`src/design/sarc_pkg.sv`:
```
// Purpose: Shared constants and types for the SAR converter control block
// Assumes: One core clock cycle stands for one oscillator cycle
// Notes:   Byte offsets on a 32-bit AXI4-Lite register bus
package sarc_pkg;
    // ****************************************
    // Register map
    // ****************************************
    localparam logic [7:0] SARC_OFF_CTRL1 = 8'h00;
    localparam logic [7:0] SARC_OFF_CTRL2 = 8'h04;
    localparam logic [7:0] SARC_OFF_RESU  = 8'h08;
    localparam logic [7:0] SARC_OFF_RESL  = 8'h0C;
    localparam logic [7:0] SARC_CTRL1_RST = 8'h0F;
    localparam logic [7:0] SARC_CTRL2_RST = 8'h10;
    // ****************************************
    // Field positions
    // ****************************************
    localparam int SARC_START_BIT  = 7;
    localparam int SARC_MODE_HI    = 6;
    localparam int SARC_MODE_LO    = 5;
    localparam int SARC_INDIS_BIT  = 4;
    localparam int SARC_CH_HI      = 3;
    localparam int SARC_LADDER_BIT = 5;
    localparam int SARC_TIME_HI    = 3;
    localparam int SARC_TIME_LO    = 1;
    localparam int SARC_EOC_BIT    = 5;
    localparam int SARC_BUSY_BIT   = 4;
    // ****************************************
    // Modes and timing
    // ****************************************
    localparam logic [1:0]  SARC_MODE_OFF    = 2'h0;
    localparam logic [1:0]  SARC_MODE_SINGLE = 2'h1;
    localparam logic [1:0]  SARC_MODE_REPEAT = 2'h3;
    localparam logic [2:0]  SARC_HOLDOFF_CYC = 3'h4;
    localparam logic [10:0] SARC_CYC_39      = 11'h027;
    localparam logic [10:0] SARC_CYC_78      = 11'h04E;
    localparam logic [10:0] SARC_CYC_156     = 11'h09C;
    localparam logic [10:0] SARC_CYC_312     = 11'h138;
    localparam logic [10:0] SARC_CYC_624     = 11'h270;
    localparam logic [10:0] SARC_CYC_1248    = 11'h4E0;
    localparam logic [10:0] SARC_SAR_STEPS   = 11'h00A;
    localparam logic [10:0] SARC_SAMPLE_END  = 11'h00C;
    localparam logic [1:0]  SARC_RESP_OKAY   = 2'h0;
    localparam logic [1:0]  SARC_RESP_SLVERR = 2'h2;

    typedef enum logic {SARC_IDLE, SARC_CONV} sarc_state_t;

    typedef struct packed {
        logic       sample;
        logic       ladderOn;
        logic       inputDisable;
        logic [3:0] channel;
        logic [9:0] dacCode;
    } sarc_ana_t;
endpackage : sarc_pkg

```
`src/design/sarc_top.sv`:
```
// Purpose: Conversion control of a 10-bit SAR converter behind AXI4-Lite
// Assumes: Comparator input compHigh is high when input is above dacCode
// Notes:   Last ten cycles of a conversion resolve one bit each
// Functional notes
// - End flag reads 0 before or during conversion, 1 after; read only. In mode 11 it stays 1 through chained conversions until upper is read.
// - Busy flag rises when a conversion starts, falls when it finishes. In mode 11 it stays 1 while conversions chain.
// - Reading the upper result register clears the end flag.
// - Lower register bits 3 to 0 carry no meaning on read.
// - Mode 01 plus start bit runs one conversion of the chosen channel.
// - On completion store result, set end flag, pulse done interrupt together.
// - Start bit clears itself once its conversion has begun.
// - Mode 11 plus start repeats conversions back to back.
// - Writing mode 00 aborts at once; abandoned value is not stored.
// - New start clears end flag but keeps old result until completion.
// - Result is 10 bits: 2 LSBs low register, 8 MSBs upper.
// - Time codes pick 39 to 1248 cycles; 001 and 111 reserved.
// - Ladder bit 0 connects ladder only while converting, 1 always.
// - Start is ignored for four cycles after control one written zero.
//
// The placing of the registers and the AXI4-Lite register port are this design's own decisions.
module sarc_top
    import sarc_pkg::*;
(
    input  wire logic        core_clk,
    input  wire logic        reset_n,
    input  wire logic [7:0]  s_axi_awaddr,
    input  wire logic        s_axi_awvalid,
    output logic             s_axi_awready,
    input  wire logic [31:0] s_axi_wdata,
    input  wire logic [3:0]  s_axi_wstrb,
    input  wire logic        s_axi_wvalid,
    output logic             s_axi_wready,
    output logic [1:0]       s_axi_bresp,
    output logic             s_axi_bvalid,
    input  wire logic        s_axi_bready,
    input  wire logic [7:0]  s_axi_araddr,
    input  wire logic        s_axi_arvalid,
    output logic             s_axi_arready,
    output logic [31:0]      s_axi_rdata,
    output logic [1:0]       s_axi_rresp,
    output logic             s_axi_rvalid,
    input  wire logic        s_axi_rready,
    input  wire logic        compHigh,
    output sarc_ana_t        anaOut,
    output logic             convDoneIrq
);
    // ****************************************
    // State
    // ****************************************
    logic        awHave_ff, nxt_awHave, wHave_ff, nxt_wHave;
    logic [7:0]  awAddr_ff, nxt_awAddr;
    logic [7:0]  wData_ff, nxt_wData;
    logic        wStrb_ff, nxt_wStrb;
    logic        bValid_ff, nxt_bValid, bErr_ff, nxt_bErr;
    logic        rValid_ff, nxt_rValid, rErr_ff, nxt_rErr;
    logic [7:0]  rData_ff, nxt_rData;
    logic [7:0]  ctrl1_ff, nxt_ctrl1, ctrl2_ff, nxt_ctrl2;
    logic [7:0]  resU_ff, nxt_resU;
    logic [1:0]  resL_ff, nxt_resL;
    logic        eoc_ff, nxt_eoc, busy_ff, nxt_busy, irq_ff, nxt_irq;
    logic [2:0]  hold_ff, nxt_hold;
    logic [10:0] cnt_ff, nxt_cnt, total_ff, nxt_total;
    logic [9:0]  dac_ff, nxt_dac;
    logic        smp_ff, nxt_smp;
    sarc_state_t state_ff, nxt_state;

    logic        wrFire, rdFire, wrCtrl1, abortReq, startFire, doneFire, chain;
    logic [10:0] selTotal, stepBase;
    logic [3:0]  bitIdx;

    // ****************************************
    // Conversion time table
    // ****************************************
    always_comb begin
        case (ctrl2_ff[SARC_TIME_HI:SARC_TIME_LO])
            3'h0:    selTotal = SARC_CYC_39;
            3'h2:    selTotal = SARC_CYC_78;
            3'h3:    selTotal = SARC_CYC_156;
            3'h4:    selTotal = SARC_CYC_312;
            3'h5:    selTotal = SARC_CYC_624;
            3'h6:    selTotal = SARC_CYC_1248;
            default: selTotal = SARC_CYC_1248;
        endcase
    end

    assign wrFire   = awHave_ff && wHave_ff && !bValid_ff;
    assign rdFire   = s_axi_arvalid && !rValid_ff;
    assign wrCtrl1  = wrFire && wStrb_ff && (awAddr_ff == SARC_OFF_CTRL1);
    assign abortReq = wrCtrl1 && (wData_ff[SARC_MODE_HI:SARC_MODE_LO] == SARC_MODE_OFF);
    assign stepBase = total_ff - SARC_SAR_STEPS;
    assign chain    = ctrl1_ff[SARC_MODE_HI:SARC_MODE_LO] == SARC_MODE_REPEAT;

    // ****************************************
    // Next-state logic
    // ****************************************
    always_comb begin
        nxt_awHave = awHave_ff;
        nxt_wHave  = wHave_ff;
        nxt_awAddr = awAddr_ff;
        nxt_wData  = wData_ff;
        nxt_wStrb  = wStrb_ff;
        nxt_bValid = bValid_ff;
        nxt_bErr   = bErr_ff;
        nxt_rValid = rValid_ff;
        nxt_rErr   = rErr_ff;
        nxt_rData  = rData_ff;
        nxt_ctrl1  = ctrl1_ff;
        nxt_ctrl2  = ctrl2_ff;
        nxt_resU   = resU_ff;
        nxt_resL   = resL_ff;
        nxt_eoc    = eoc_ff;
        nxt_busy   = busy_ff;
        nxt_irq    = 1'b0;
        nxt_hold   = (hold_ff != 3'h0) ? hold_ff - 3'h1 : hold_ff;
        nxt_cnt    = cnt_ff;
        nxt_total  = total_ff;
        nxt_dac    = dac_ff;
        nxt_smp    = smp_ff;
        nxt_state  = state_ff;
        startFire  = 1'b0;
        doneFire   = 1'b0;
        bitIdx     = 4'h0;
        // Bus channel capture
        if (s_axi_awvalid && !awHave_ff) begin
            nxt_awHave = 1'b1;
            nxt_awAddr = s_axi_awaddr;
        end
        if (s_axi_wvalid && !wHave_ff) begin
            nxt_wHave = 1'b1;
            nxt_wData = s_axi_wdata[7:0];
            nxt_wStrb = s_axi_wstrb[0];
        end
        if (bValid_ff && s_axi_bready) begin
            nxt_bValid = 1'b0;
        end
        if (rValid_ff && s_axi_rready) begin
            nxt_rValid = 1'b0;
        end
        if (rdFire) begin
            nxt_rValid = 1'b1;
            nxt_rErr   = 1'b0;
            case (s_axi_araddr)
                SARC_OFF_CTRL1: nxt_rData = ctrl1_ff;
                SARC_OFF_CTRL2: nxt_rData = {2'h0, ctrl2_ff[5:0]};
                SARC_OFF_RESU: begin
                    nxt_rData = resU_ff;
                    nxt_eoc   = 1'b0;
                end
                SARC_OFF_RESL: nxt_rData = {resL_ff, eoc_ff, busy_ff, 4'h0};
                default: begin
                    nxt_rData = 8'h00;
                    nxt_rErr  = 1'b1;
                end
            endcase
        end
        // Converter sequencing
        case (state_ff)
            SARC_IDLE: begin
                if (ctrl1_ff[SARC_START_BIT]) begin
                    nxt_ctrl1[SARC_START_BIT] = 1'b0;
                    if (hold_ff == 3'h0 &&
                        (ctrl1_ff[SARC_MODE_HI:SARC_MODE_LO] == SARC_MODE_SINGLE || chain)) begin
                        startFire = 1'b1;
                        nxt_state = SARC_CONV;
                        nxt_busy  = 1'b1;
                        nxt_eoc   = 1'b0;
                        nxt_cnt   = 11'h000;
                        nxt_total = selTotal;
                        nxt_smp   = 1'b1;
                        nxt_dac   = 10'h000;
                    end
                end
            end
            SARC_CONV: begin
                if (abortReq) begin
                    nxt_state = SARC_IDLE;
                    nxt_busy  = 1'b0;
                    nxt_smp   = 1'b0;
                end else begin
                    nxt_cnt = cnt_ff + 11'h001;
                    if (cnt_ff == total_ff - SARC_SAMPLE_END) begin
                        nxt_smp = 1'b0;
                    end
                    if (cnt_ff == stepBase - 11'h001) begin
                        nxt_dac = 10'h200;
                    end
                    if (cnt_ff >= stepBase) begin
                        bitIdx = 4'h9 - 4'(cnt_ff - stepBase);
                        nxt_dac[bitIdx] = compHigh;
                        if (bitIdx != 4'h0) begin
                            nxt_dac[bitIdx - 4'h1] = 1'b1;
                        end
                    end
                    if (cnt_ff == total_ff - 11'h001) begin
                        doneFire = 1'b1;
                        nxt_resU = nxt_dac[9:2];
                        nxt_resL = nxt_dac[1:0];
                        nxt_eoc  = 1'b1;
                        nxt_irq  = 1'b1;
                        if (chain) begin
                            nxt_cnt   = 11'h000;
                            nxt_total = selTotal;
                            nxt_smp   = 1'b1;
                        end else begin
                            nxt_state = SARC_IDLE;
                            nxt_busy  = 1'b0;
                        end
                    end
                end
            end
            default: nxt_state = SARC_IDLE;
        endcase
        // Register writes
        if (wrFire) begin
            nxt_awHave = 1'b0;
            nxt_wHave  = 1'b0;
            nxt_bValid = 1'b1;
            nxt_bErr   = 1'b0;
            case (awAddr_ff)
                SARC_OFF_CTRL1: if (wStrb_ff) begin
                    nxt_ctrl1 = wData_ff;
                    if (wData_ff == 8'h00) begin
                        nxt_hold = SARC_HOLDOFF_CYC;
                    end
                end
                SARC_OFF_CTRL2: if (wStrb_ff) begin
                    nxt_ctrl2 = wData_ff;
                end
                SARC_OFF_RESU, SARC_OFF_RESL: nxt_bErr = 1'b0;
                default: nxt_bErr = 1'b1;
            endcase
        end
    end

    // ****************************************
    // Registers
    // ****************************************
    always_ff @(posedge core_clk) begin
        if (!reset_n) begin
            awHave_ff <= 1'b0;
            wHave_ff  <= 1'b0;
            awAddr_ff <= 8'h00;
            wData_ff  <= 8'h00;
            wStrb_ff  <= 1'b0;
            bValid_ff <= 1'b0;
            bErr_ff   <= 1'b0;
            rValid_ff <= 1'b0;
            rErr_ff   <= 1'b0;
            rData_ff  <= 8'h00;
            ctrl1_ff  <= SARC_CTRL1_RST;
            ctrl2_ff  <= SARC_CTRL2_RST;
            resU_ff   <= 8'h00;
            resL_ff   <= 2'h0;
            eoc_ff    <= 1'b0;
            busy_ff   <= 1'b0;
            irq_ff    <= 1'b0;
            hold_ff   <= 3'h0;
            cnt_ff    <= 11'h000;
            total_ff  <= SARC_CYC_39;
            dac_ff    <= 10'h000;
            smp_ff    <= 1'b0;
            state_ff  <= SARC_IDLE;
        end else begin
            awHave_ff <= nxt_awHave;
            wHave_ff  <= nxt_wHave;
            awAddr_ff <= nxt_awAddr;
            wData_ff  <= nxt_wData;
            wStrb_ff  <= nxt_wStrb;
            bValid_ff <= nxt_bValid;
            bErr_ff   <= nxt_bErr;
            rValid_ff <= nxt_rValid;
            rErr_ff   <= nxt_rErr;
            rData_ff  <= nxt_rData;
            ctrl1_ff  <= nxt_ctrl1;
            ctrl2_ff  <= nxt_ctrl2;
            resU_ff   <= nxt_resU;
            resL_ff   <= nxt_resL;
            eoc_ff    <= nxt_eoc;
            busy_ff   <= nxt_busy;
            irq_ff    <= nxt_irq;
            hold_ff   <= nxt_hold;
            cnt_ff    <= nxt_cnt;
            total_ff  <= nxt_total;
            dac_ff    <= nxt_dac;
            smp_ff    <= nxt_smp;
            state_ff  <= nxt_state;
        end
    end

    assign s_axi_awready = !awHave_ff;
    assign s_axi_wready  = !wHave_ff;
    assign s_axi_bvalid  = bValid_ff;
    assign s_axi_bresp   = bErr_ff ? SARC_RESP_SLVERR : SARC_RESP_OKAY;
    assign s_axi_arready = !rValid_ff;
    assign s_axi_rvalid  = rValid_ff;
    assign s_axi_rresp   = rErr_ff ? SARC_RESP_SLVERR : SARC_RESP_OKAY;
    assign s_axi_rdata   = {24'h000000, rData_ff};
    assign convDoneIrq   = irq_ff;
    assign anaOut = '{sample: smp_ff, ladderOn: ctrl2_ff[SARC_LADDER_BIT] | busy_ff,
                      inputDisable: ctrl1_ff[SARC_INDIS_BIT],
                      channel: ctrl1_ff[SARC_CH_HI:0], dacCode: dac_ff};
endmodule : sarc_top

```
`config.mk`:
```
export PLATFORM = sky130hd
export DESIGN_NAME = sarc_top
export DESIGN_NICKNAME = d
export VERILOG_FILES = /design/src/design/sarc_pkg.sv /design/src/design/sarc_top.sv
export SDC_FILE = /design/constraint.sdc
export NUM_CORES = 1
export LEC_CHECK = 0
export BUFFER_PORTS_ARGS = -buffer_cell sky130_fd_sc_hd__buf_2
export CAP_MARGIN = 25
export CORE_ASPECT_RATIO = 1.25
export CORE_MARGIN = 2
export CORE_UTILIZATION = 35
export DETAILED_ROUTE_END_ITERATION = 8
export GPL_TIMING_DRIVEN = 0
export PLACE_DENSITY = 0.54
export SYNTH_ARGS = -nofsm -noshare
export SYNTH_HDL_FRONTEND = slang
export SYNTH_SLANG_ARGS = --single-unit
```
`constraint.sdc`:
```
create_clock -name core_clk -period 3.44 [get_ports core_clk]
set_input_delay 0.172 -clock core_clk [delete_from_list [all_inputs] [get_ports core_clk]]
set_output_delay 0.172 -clock core_clk [all_outputs]
set_load 0.02 [all_outputs]
```
==> results_dict.tcl, run 1 <==
set metrics [dict create \
    grt_usage_pct 19.0 \
    grt_max_degree 20 \
    critPathMaxStageDelay_ns 0.56 \
    io_buffer_count 64 \
    async_flop_share_pct 0 \
    synth_top_area_share_pct 32.0 \
    critPathRequiredTime_ns 3.67 \
    ios 119 \
    ys_warn_count 0 \
    drt-total-wl_mm 17.3 \
    status "completed" \
    nets 941 \
    die_h_um 150 \
    drtAntennaViolNets 0 \
    power.density_nw_per_um2 325 \
    drt-initial-drc-count 304 \
    clock_power_share_pct 43.1 \
    hold_path.class "in2reg" \
    worst_pin_slew_ns 0.960 \
    rows 53 \
    cp_max_fo 10 \
    fin_worst_skew_ns 0.0120 \
    setup.worst_path.class "reg2reg" \
    post-dp-hpwl_mm 13.0 \
    worstPathArrival_ns 3.57 \
    max_cap_viol_count 0 \
    clkLatencyLatePin_ns 0.36 \
    fmax_mhz 299 \
    die_w_um 121 \
    clkTransAtPathRegs_ns 0.08 \
    synth_area_leaders "dfxtp_1 (32%), nand2_1 (5.0%), ha_1 (4.8%)" \
    ir_drop_mv 0.223 \
    first_pass_iters 4 \
    synth-seq-cells 95 \
    fin_crit_sh_pct 97.1 \
    finalMaxSlewViolations 0 \
    core-area_um2 16700 \
    initial_core_util_pct 35.6 \
    start_kind "flip-flop" \
    fin_crit_ns 3.34 \
    layout_common_cells "dfxtp_1 (92), nand2_1 (79), nor2_1 (76), buf_2 (65), buf_4 (46)" \
    syn-cell-area_um2 5950 \
    tritoncts "yes" \
    crit_chain "inv_1 > ha_4 > buf_6 > nor2b_1 > buf_4 > nor2_1 > or4_4 > o21ai_1 > nand3_1 > or4_4 > buf_6 > a221oi_4 > a21oi_1" \
    grt_pass1_vias 4993 \
    slew_headroom_pct 34.3 \
    diodes 0 \
    clock_path_buffers 2 \
    syn_inst 744 \
    internal_power_mw 1.72 \
    gp_congestion 0.937 \
    syn_area_per_cell_um2 7.99 \
    final.setup.tns_ns 0 \
    grt_pass1_wl_mm 26.6 \
    comb_power_share_pct 9.1 \
    yosys.area.top_type "dfxtp_1" \
    drc_errors 0 \
    p_leak_nw 3.06 \
    finalSetupViolCount 0 \
    pre_cts_ws_ns -0.579 \
    switching_share_pct 27.9 \
    wl_per_cell_um 16.0 \
    synth_edf_count 0 \
    synth_cell_types 71 \
    final_common_cell "dfxtp_1" \
    p_sw_uw 668 \
    vias 5451 \
    seq_power_share_pct 47.8 \
    ys_seq_area_share_pct 32.0 \
    cpMaxStageDelayCell "or4_4" \
    ctsHtreeMaxLevel 3 \
    cts_buffers 9 \
    fin_ws_ns 0.100 \
    syn_to_final_growth_pct 23.6 \
    ctsRootBufferMaster "clkbuf_16" \
    cts.sinks 95 \
    antenna_found_initial 0 \
    drive_gt1_share_pct 22.4 \
    end_kind "flip-flop" \
    finalHoldViolCount 0 \
    gr-total-overflow 0 \
    ys.flop_type "dfxtp_1" \
    dieArea_um2 18100 \
    via_per_inst 5.04 \
]
-- sequential cells by signal (all words and copies together), names as in the netlist, 2 cells and up --
name	cells
total_ff	11
hold_ff	3
resU_ff	8
resL_ff	2
dac_ff	10
ctrl1_ff	8
awAddr_ff	8
cnt_ff	11
rData_ff	8
wData_ff	8
ctrl2_ff	6
-- stage by stage --
step	util (%)	area [um2]	hold slack [ns]	instances	power, mW
2_1_floorplan	-	6040	0.271	769	1.32
3_3_place_gp	39.7	6640	0.362	1053	1.39
3_5_place_dp	39.8	6650	0.364	1053	1.39
4_1_cts	43.1	7200	0.0281	1076	2.42
5_1_grt	44.0	7350	0.0387	1081	2.49
6_report	44.0	7350	0.0352	1081	2.39
-- repair_timing --
item                                   in CTS  in global routing
gates cloned                                0                  0
endpoints found under the hold margin       1                  0
gates resized for setup                    42                 30
setup endpoints to repair                  39                 38
hold buffers                                1                  0
buffers inserted                            7                  5
pin swaps                                   8                 11
-- power groups by stage --
stage | Combinational, mW | Clock (mW) | Sequential, mW
after floorplan | 0.158 | 0 | 1.17
after global placement | 0.219 | 0 | 1.17
after detailed placement | 0.219 | 0 | 1.17
after CTS | 0.220 | 1.06 | 1.14
after global routing | 0.245 | 1.10 | 1.15
final | 0.218 | 1.03 | 1.14
-- Yosys cell counts, drive strengths merged, types with 6 or more instances --
library cell / count
dfxtp: 95
nand2: 80
nor2: 76
buf: 43
a21oi: 41
clkbuf: 37
inv: 33
xnor2: 30
nand3: 29
o21ai: 29
ha: 23
mux2i: 22
xor2: 19
a22oi: 15
a31oi: 14
nor3: 14
nor2b: 12
nor4: 11
a211oi: 8
nand2b: 7
nand4: 7
or2: 7
or3: 7
nand3b: 6
or4: 6
-- per-layer routing --
metal / global-route usage [%] / up-vias / wire length [um]
li1: - / 2772 / -
met1: 22.5 / 2553 / 7320
met2: 33.9 / 102 / 8900
met3: 2.93 / 24 / 487
met4: 8.20 / 0 / 563
met5: 0 / - / 0
-- cell families (layout without fill, tap and decap cells) --
logic type / count (synthesis) / after routing / synth area share (%)
AO/OA/AOI/OAI: 153 / 153 / 17.1
XOR/XNOR: 50 / 50 / 7.72
adder cells (fa/ha/maj): 25 / 25 / 5.51
buffers and inverters: 114 / 206 / 9.78
flip-flops: 95 / 95 / 32.0
multiplexers: 25 / 25 / 4.65
other: 1 / 26 / 0.0630
AND/OR/NAND/NOR: 281 / 281 / 23.2
-- path summary, 6_finish.rpt --
path	startpoint	endpoint	slack, ns	cells after the start
max	total_ff[1]	resU_ff[1]	0.10	13
min	s_axi_awvalid	awHave_ff	0.04	3
max reg2reg	total_ff[1]	resU_ff[1]	0.10	13
min reg2reg	wStrb_ff	wStrb_ff	0.46	2
-- final cells by class --
cell class / count / area (um2)
inverters: 34 / 133
fillers: 1772 / 9360
well taps: 220 / 275
repair buffers: 77 / 437
multi-input cells: 560 / 3810
clock inverters: 7 / 72.6
flip-flops and latches: 95 / 1910
clock buffers: 9 / 225
plain buffers: 79 / 493
-- critical path, delay by kind of cell, from the launching register on --
family | cells | cell delay [ns]
AND/OR/NAND/NOR | 5 | 1.45
AO/OA/AOI/OAI | 3 | 0.59
flip-flops | 1 | 0.42
buffers and inverters | 4 | 0.56
adder cells (fa/ha/maj) | 1 | 0.17
Note: power is estimated with default switching activity, not from simulation.
==> run 2, diff against run 1 <==
--- a/config.mk
+++ b/config.mk
@@ -12,6 +12,7 @@
 export CORE_UTILIZATION = 35
 export DETAILED_ROUTE_END_ITERATION = 8
 export GPL_TIMING_DRIVEN = 0
+export HOLD_SLACK_MARGIN = 0.12
 export PLACE_DENSITY = 0.54
 export SYNTH_ARGS = -nofsm -noshare
 export SYNTH_HDL_FRONTEND = slang
==> results_dict.tcl, run 2 (synthesis gave the netlist of run 1 again) <==
set metrics [dict create \
    status "completed" \
    grt_usage_pct 19.3 \
    cp_common_cell "buf_6" \
    post-dp-hpwl_mm 13.0 \
    hold_ws_ns 0.305 \
    drc_errors 0 \
    cp_max_fo 10 \
    fmax_mhz 300 \
    power.density_nw_per_um2 319 \
    clkLatencyLatePin_ns 0.36 \
    hold_path.class "in2reg" \
    clock_power_share_pct 42.7 \
    syn_to_final_growth_pct 27.1 \
    ir_drop_mv 0.223 \
    switching_share_pct 27.9 \
    gr-total-overflow 0 \
    end_kind "flip-flop" \
    cts_buffers 9 \
    postPlaceCellArea_um2 6650 \
    die_h_um 150 \
    p_sw_uw 671 \
    grt_pass1_vias 5114 \
    cts.sinks 95 \
    drt-total-wl_mm 17.4 \
    fin_area_um2 7560 \
    first_pass_iters 4 \
    clkTransAtPathRegs_ns 0.08 \
    setup.worst_path.class "reg2reg" \
    critPathMaxStageDelay_ns 0.52 \
    internal_power_mw 1.74 \
    finalSetupViolCount 0 \
    finalNonFillerCells 1102 \
    placed_cells 1053 \
    wl_per_cell_um 15.8 \
    p_total_mw 2.41 \
    finalMaxSlewViolations 0 \
    initial_core_util_pct 35.6 \
    start_kind "flip-flop" \
    ios 119 \
    ctsHtreeMaxLevel 3 \
    via_per_inst 5.04 \
    core-area_um2 16700 \
    worstPathArrival_ns 3.56 \
    p_leak_nw 3.15 \
    gp_congestion 0.937 \
    fin_crit_ns 3.33 \
    antenna_found_initial 0 \
    crit_chain "buf_6 > or3_4 > buf_6 > or4_4 > and4_4 > and3_4 > a311o_1 > or4_4 > buf_6 > a221oi_4 > a21oi_1" \
    max_cap_viol_count 0 \
    layout_common_cells "dfxtp_1 (92), nand2_1 (79), nor2_1 (76), buf_2 (65), buf_4 (46)" \
    die_w_um 121 \
    slew_headroom_pct 35.6 \
    nets 962 \
    final_common_cell "dfxtp_1" \
    comb_power_share_pct 9.9 \
    ctsRootBufferMaster "clkbuf_16" \
    grt_pass1_wl_mm 27.0 \
    fill_cells 1747 \
    drtAntennaViolNets 0 \
    cpMaxStageDelayCell "or4_4" \
    diodes 0 \
    drt-initial-drc-count 318 \
    seq_power_share_pct 47.4 \
    rows 53 \
    fin_util_pct 45.3 \
    finalHoldViolCount 0 \
    critPathRequiredTime_ns 3.67 \
    vias 5553 \
    tritoncts "yes" \
    drive_gt1_share_pct 21.9 \
    fin_crit_sh_pct 96.7 \
    biggestRegsByFlops "cnt_ff: 11 flops, total_ff: 11 flops, dac_ff: 10 flops" \
    dieArea_um2 18100 \
    worst_pin_slew_ns 0.942 \
    fin_worst_skew_ns 0.0115 \
    clock_path_buffers 2 \
    grt_max_degree 20 \
    io_buffer_count 64 \
]
==> run 2: changes by cell type in the layout (fill, tap and decap cells not counted) <==
| cell | previous run | this run |
|---|---|---|
| dlygate4sd3_1 | 1 | 22 |
==> run 2: metal layers <==
metal  vias up  part of all wire, %  global-route usage, %
li1       2816                    -                      -
met1      2606                   42                   22.6
met5         -                    0                      0
met2       104                   52                   34.6
met3        27                  2.5                   2.97
met4         0                  3.5                   8.55
==> run 2: worst paths after layout <==
| path | startpoint | slack [ns] | end | cells after the start |
|---|---|---|---|---|
| worst min register to register | wStrb_ff | 0.46 | wStrb_ff | 2 |
| worst max-delay path | total_ff[4] | 0.11 | resU_ff[1] | 11 |
| worst max register to register | total_ff[4] | 0.11 | resU_ff[1] | 11 |
| worst min-delay path | s_axi_araddr[2] | 0.30 | eoc_ff | 4 |
==> run 2: power groups by stage <==
stage / Combinational, mW / Clock [mW] / Sequential, mW
global placement: 0.219 / 0 / 1.17
CTS: 0.239 / 1.06 / 1.14
global route: 0.266 / 1.10 / 1.15
floorplan: 0.158 / 0 / 1.17
detailed placement: 0.219 / 0 / 1.17
finish: 0.237 / 1.03 / 1.14
==> run 2: stage by stage <==
step                      TNS (ns)  setup WS (ns)
after CTS                        0        0.00359
final                            0          0.112
after detailed placement    -10.93         -0.579
after floorplan                  0         0.0136
after global routing      -0.00247       -0.00247
after global placement      -21.94         -0.917
==> run 2: final cells by class <==
class | instances | area [um2] | area share, %
Buffer | 79 | 493 | 6.52
Sequential cell | 95 | 1910 | 25.3
Inverter | 34 | 133 | 1.75
Timing Repair Buffer | 98 | 647 | 8.55
Clock buffer | 9 | 225 | 2.98
Clock inverter | 7 | 72.6 | 0.960
Multi-Input combinational cell | 560 | 3810 | 50.3
Tap cell | 220 | 275 | 3.64
==> run 2: timing repair <==
item | CTS | global route
buffers inserted | 7 | 5
hold endpoints to repair | 21 | 0
pin swaps | 8 | 11
gates resized for setup | 42 | 30
setup endpoints to repair | 39 | 37
hold buffers | 22 | 0
==> run 2: worst max-delay path: cells and delay by family, from the launching register on <==
| family | cells | cell delay [ns] |
|---|---|---|
| buf+inv | 3 | 0.45 |
| flops | 1 | 0.31 |
| simple gates | 5 | 1.74 |
| compound gates | 3 | 0.70 |
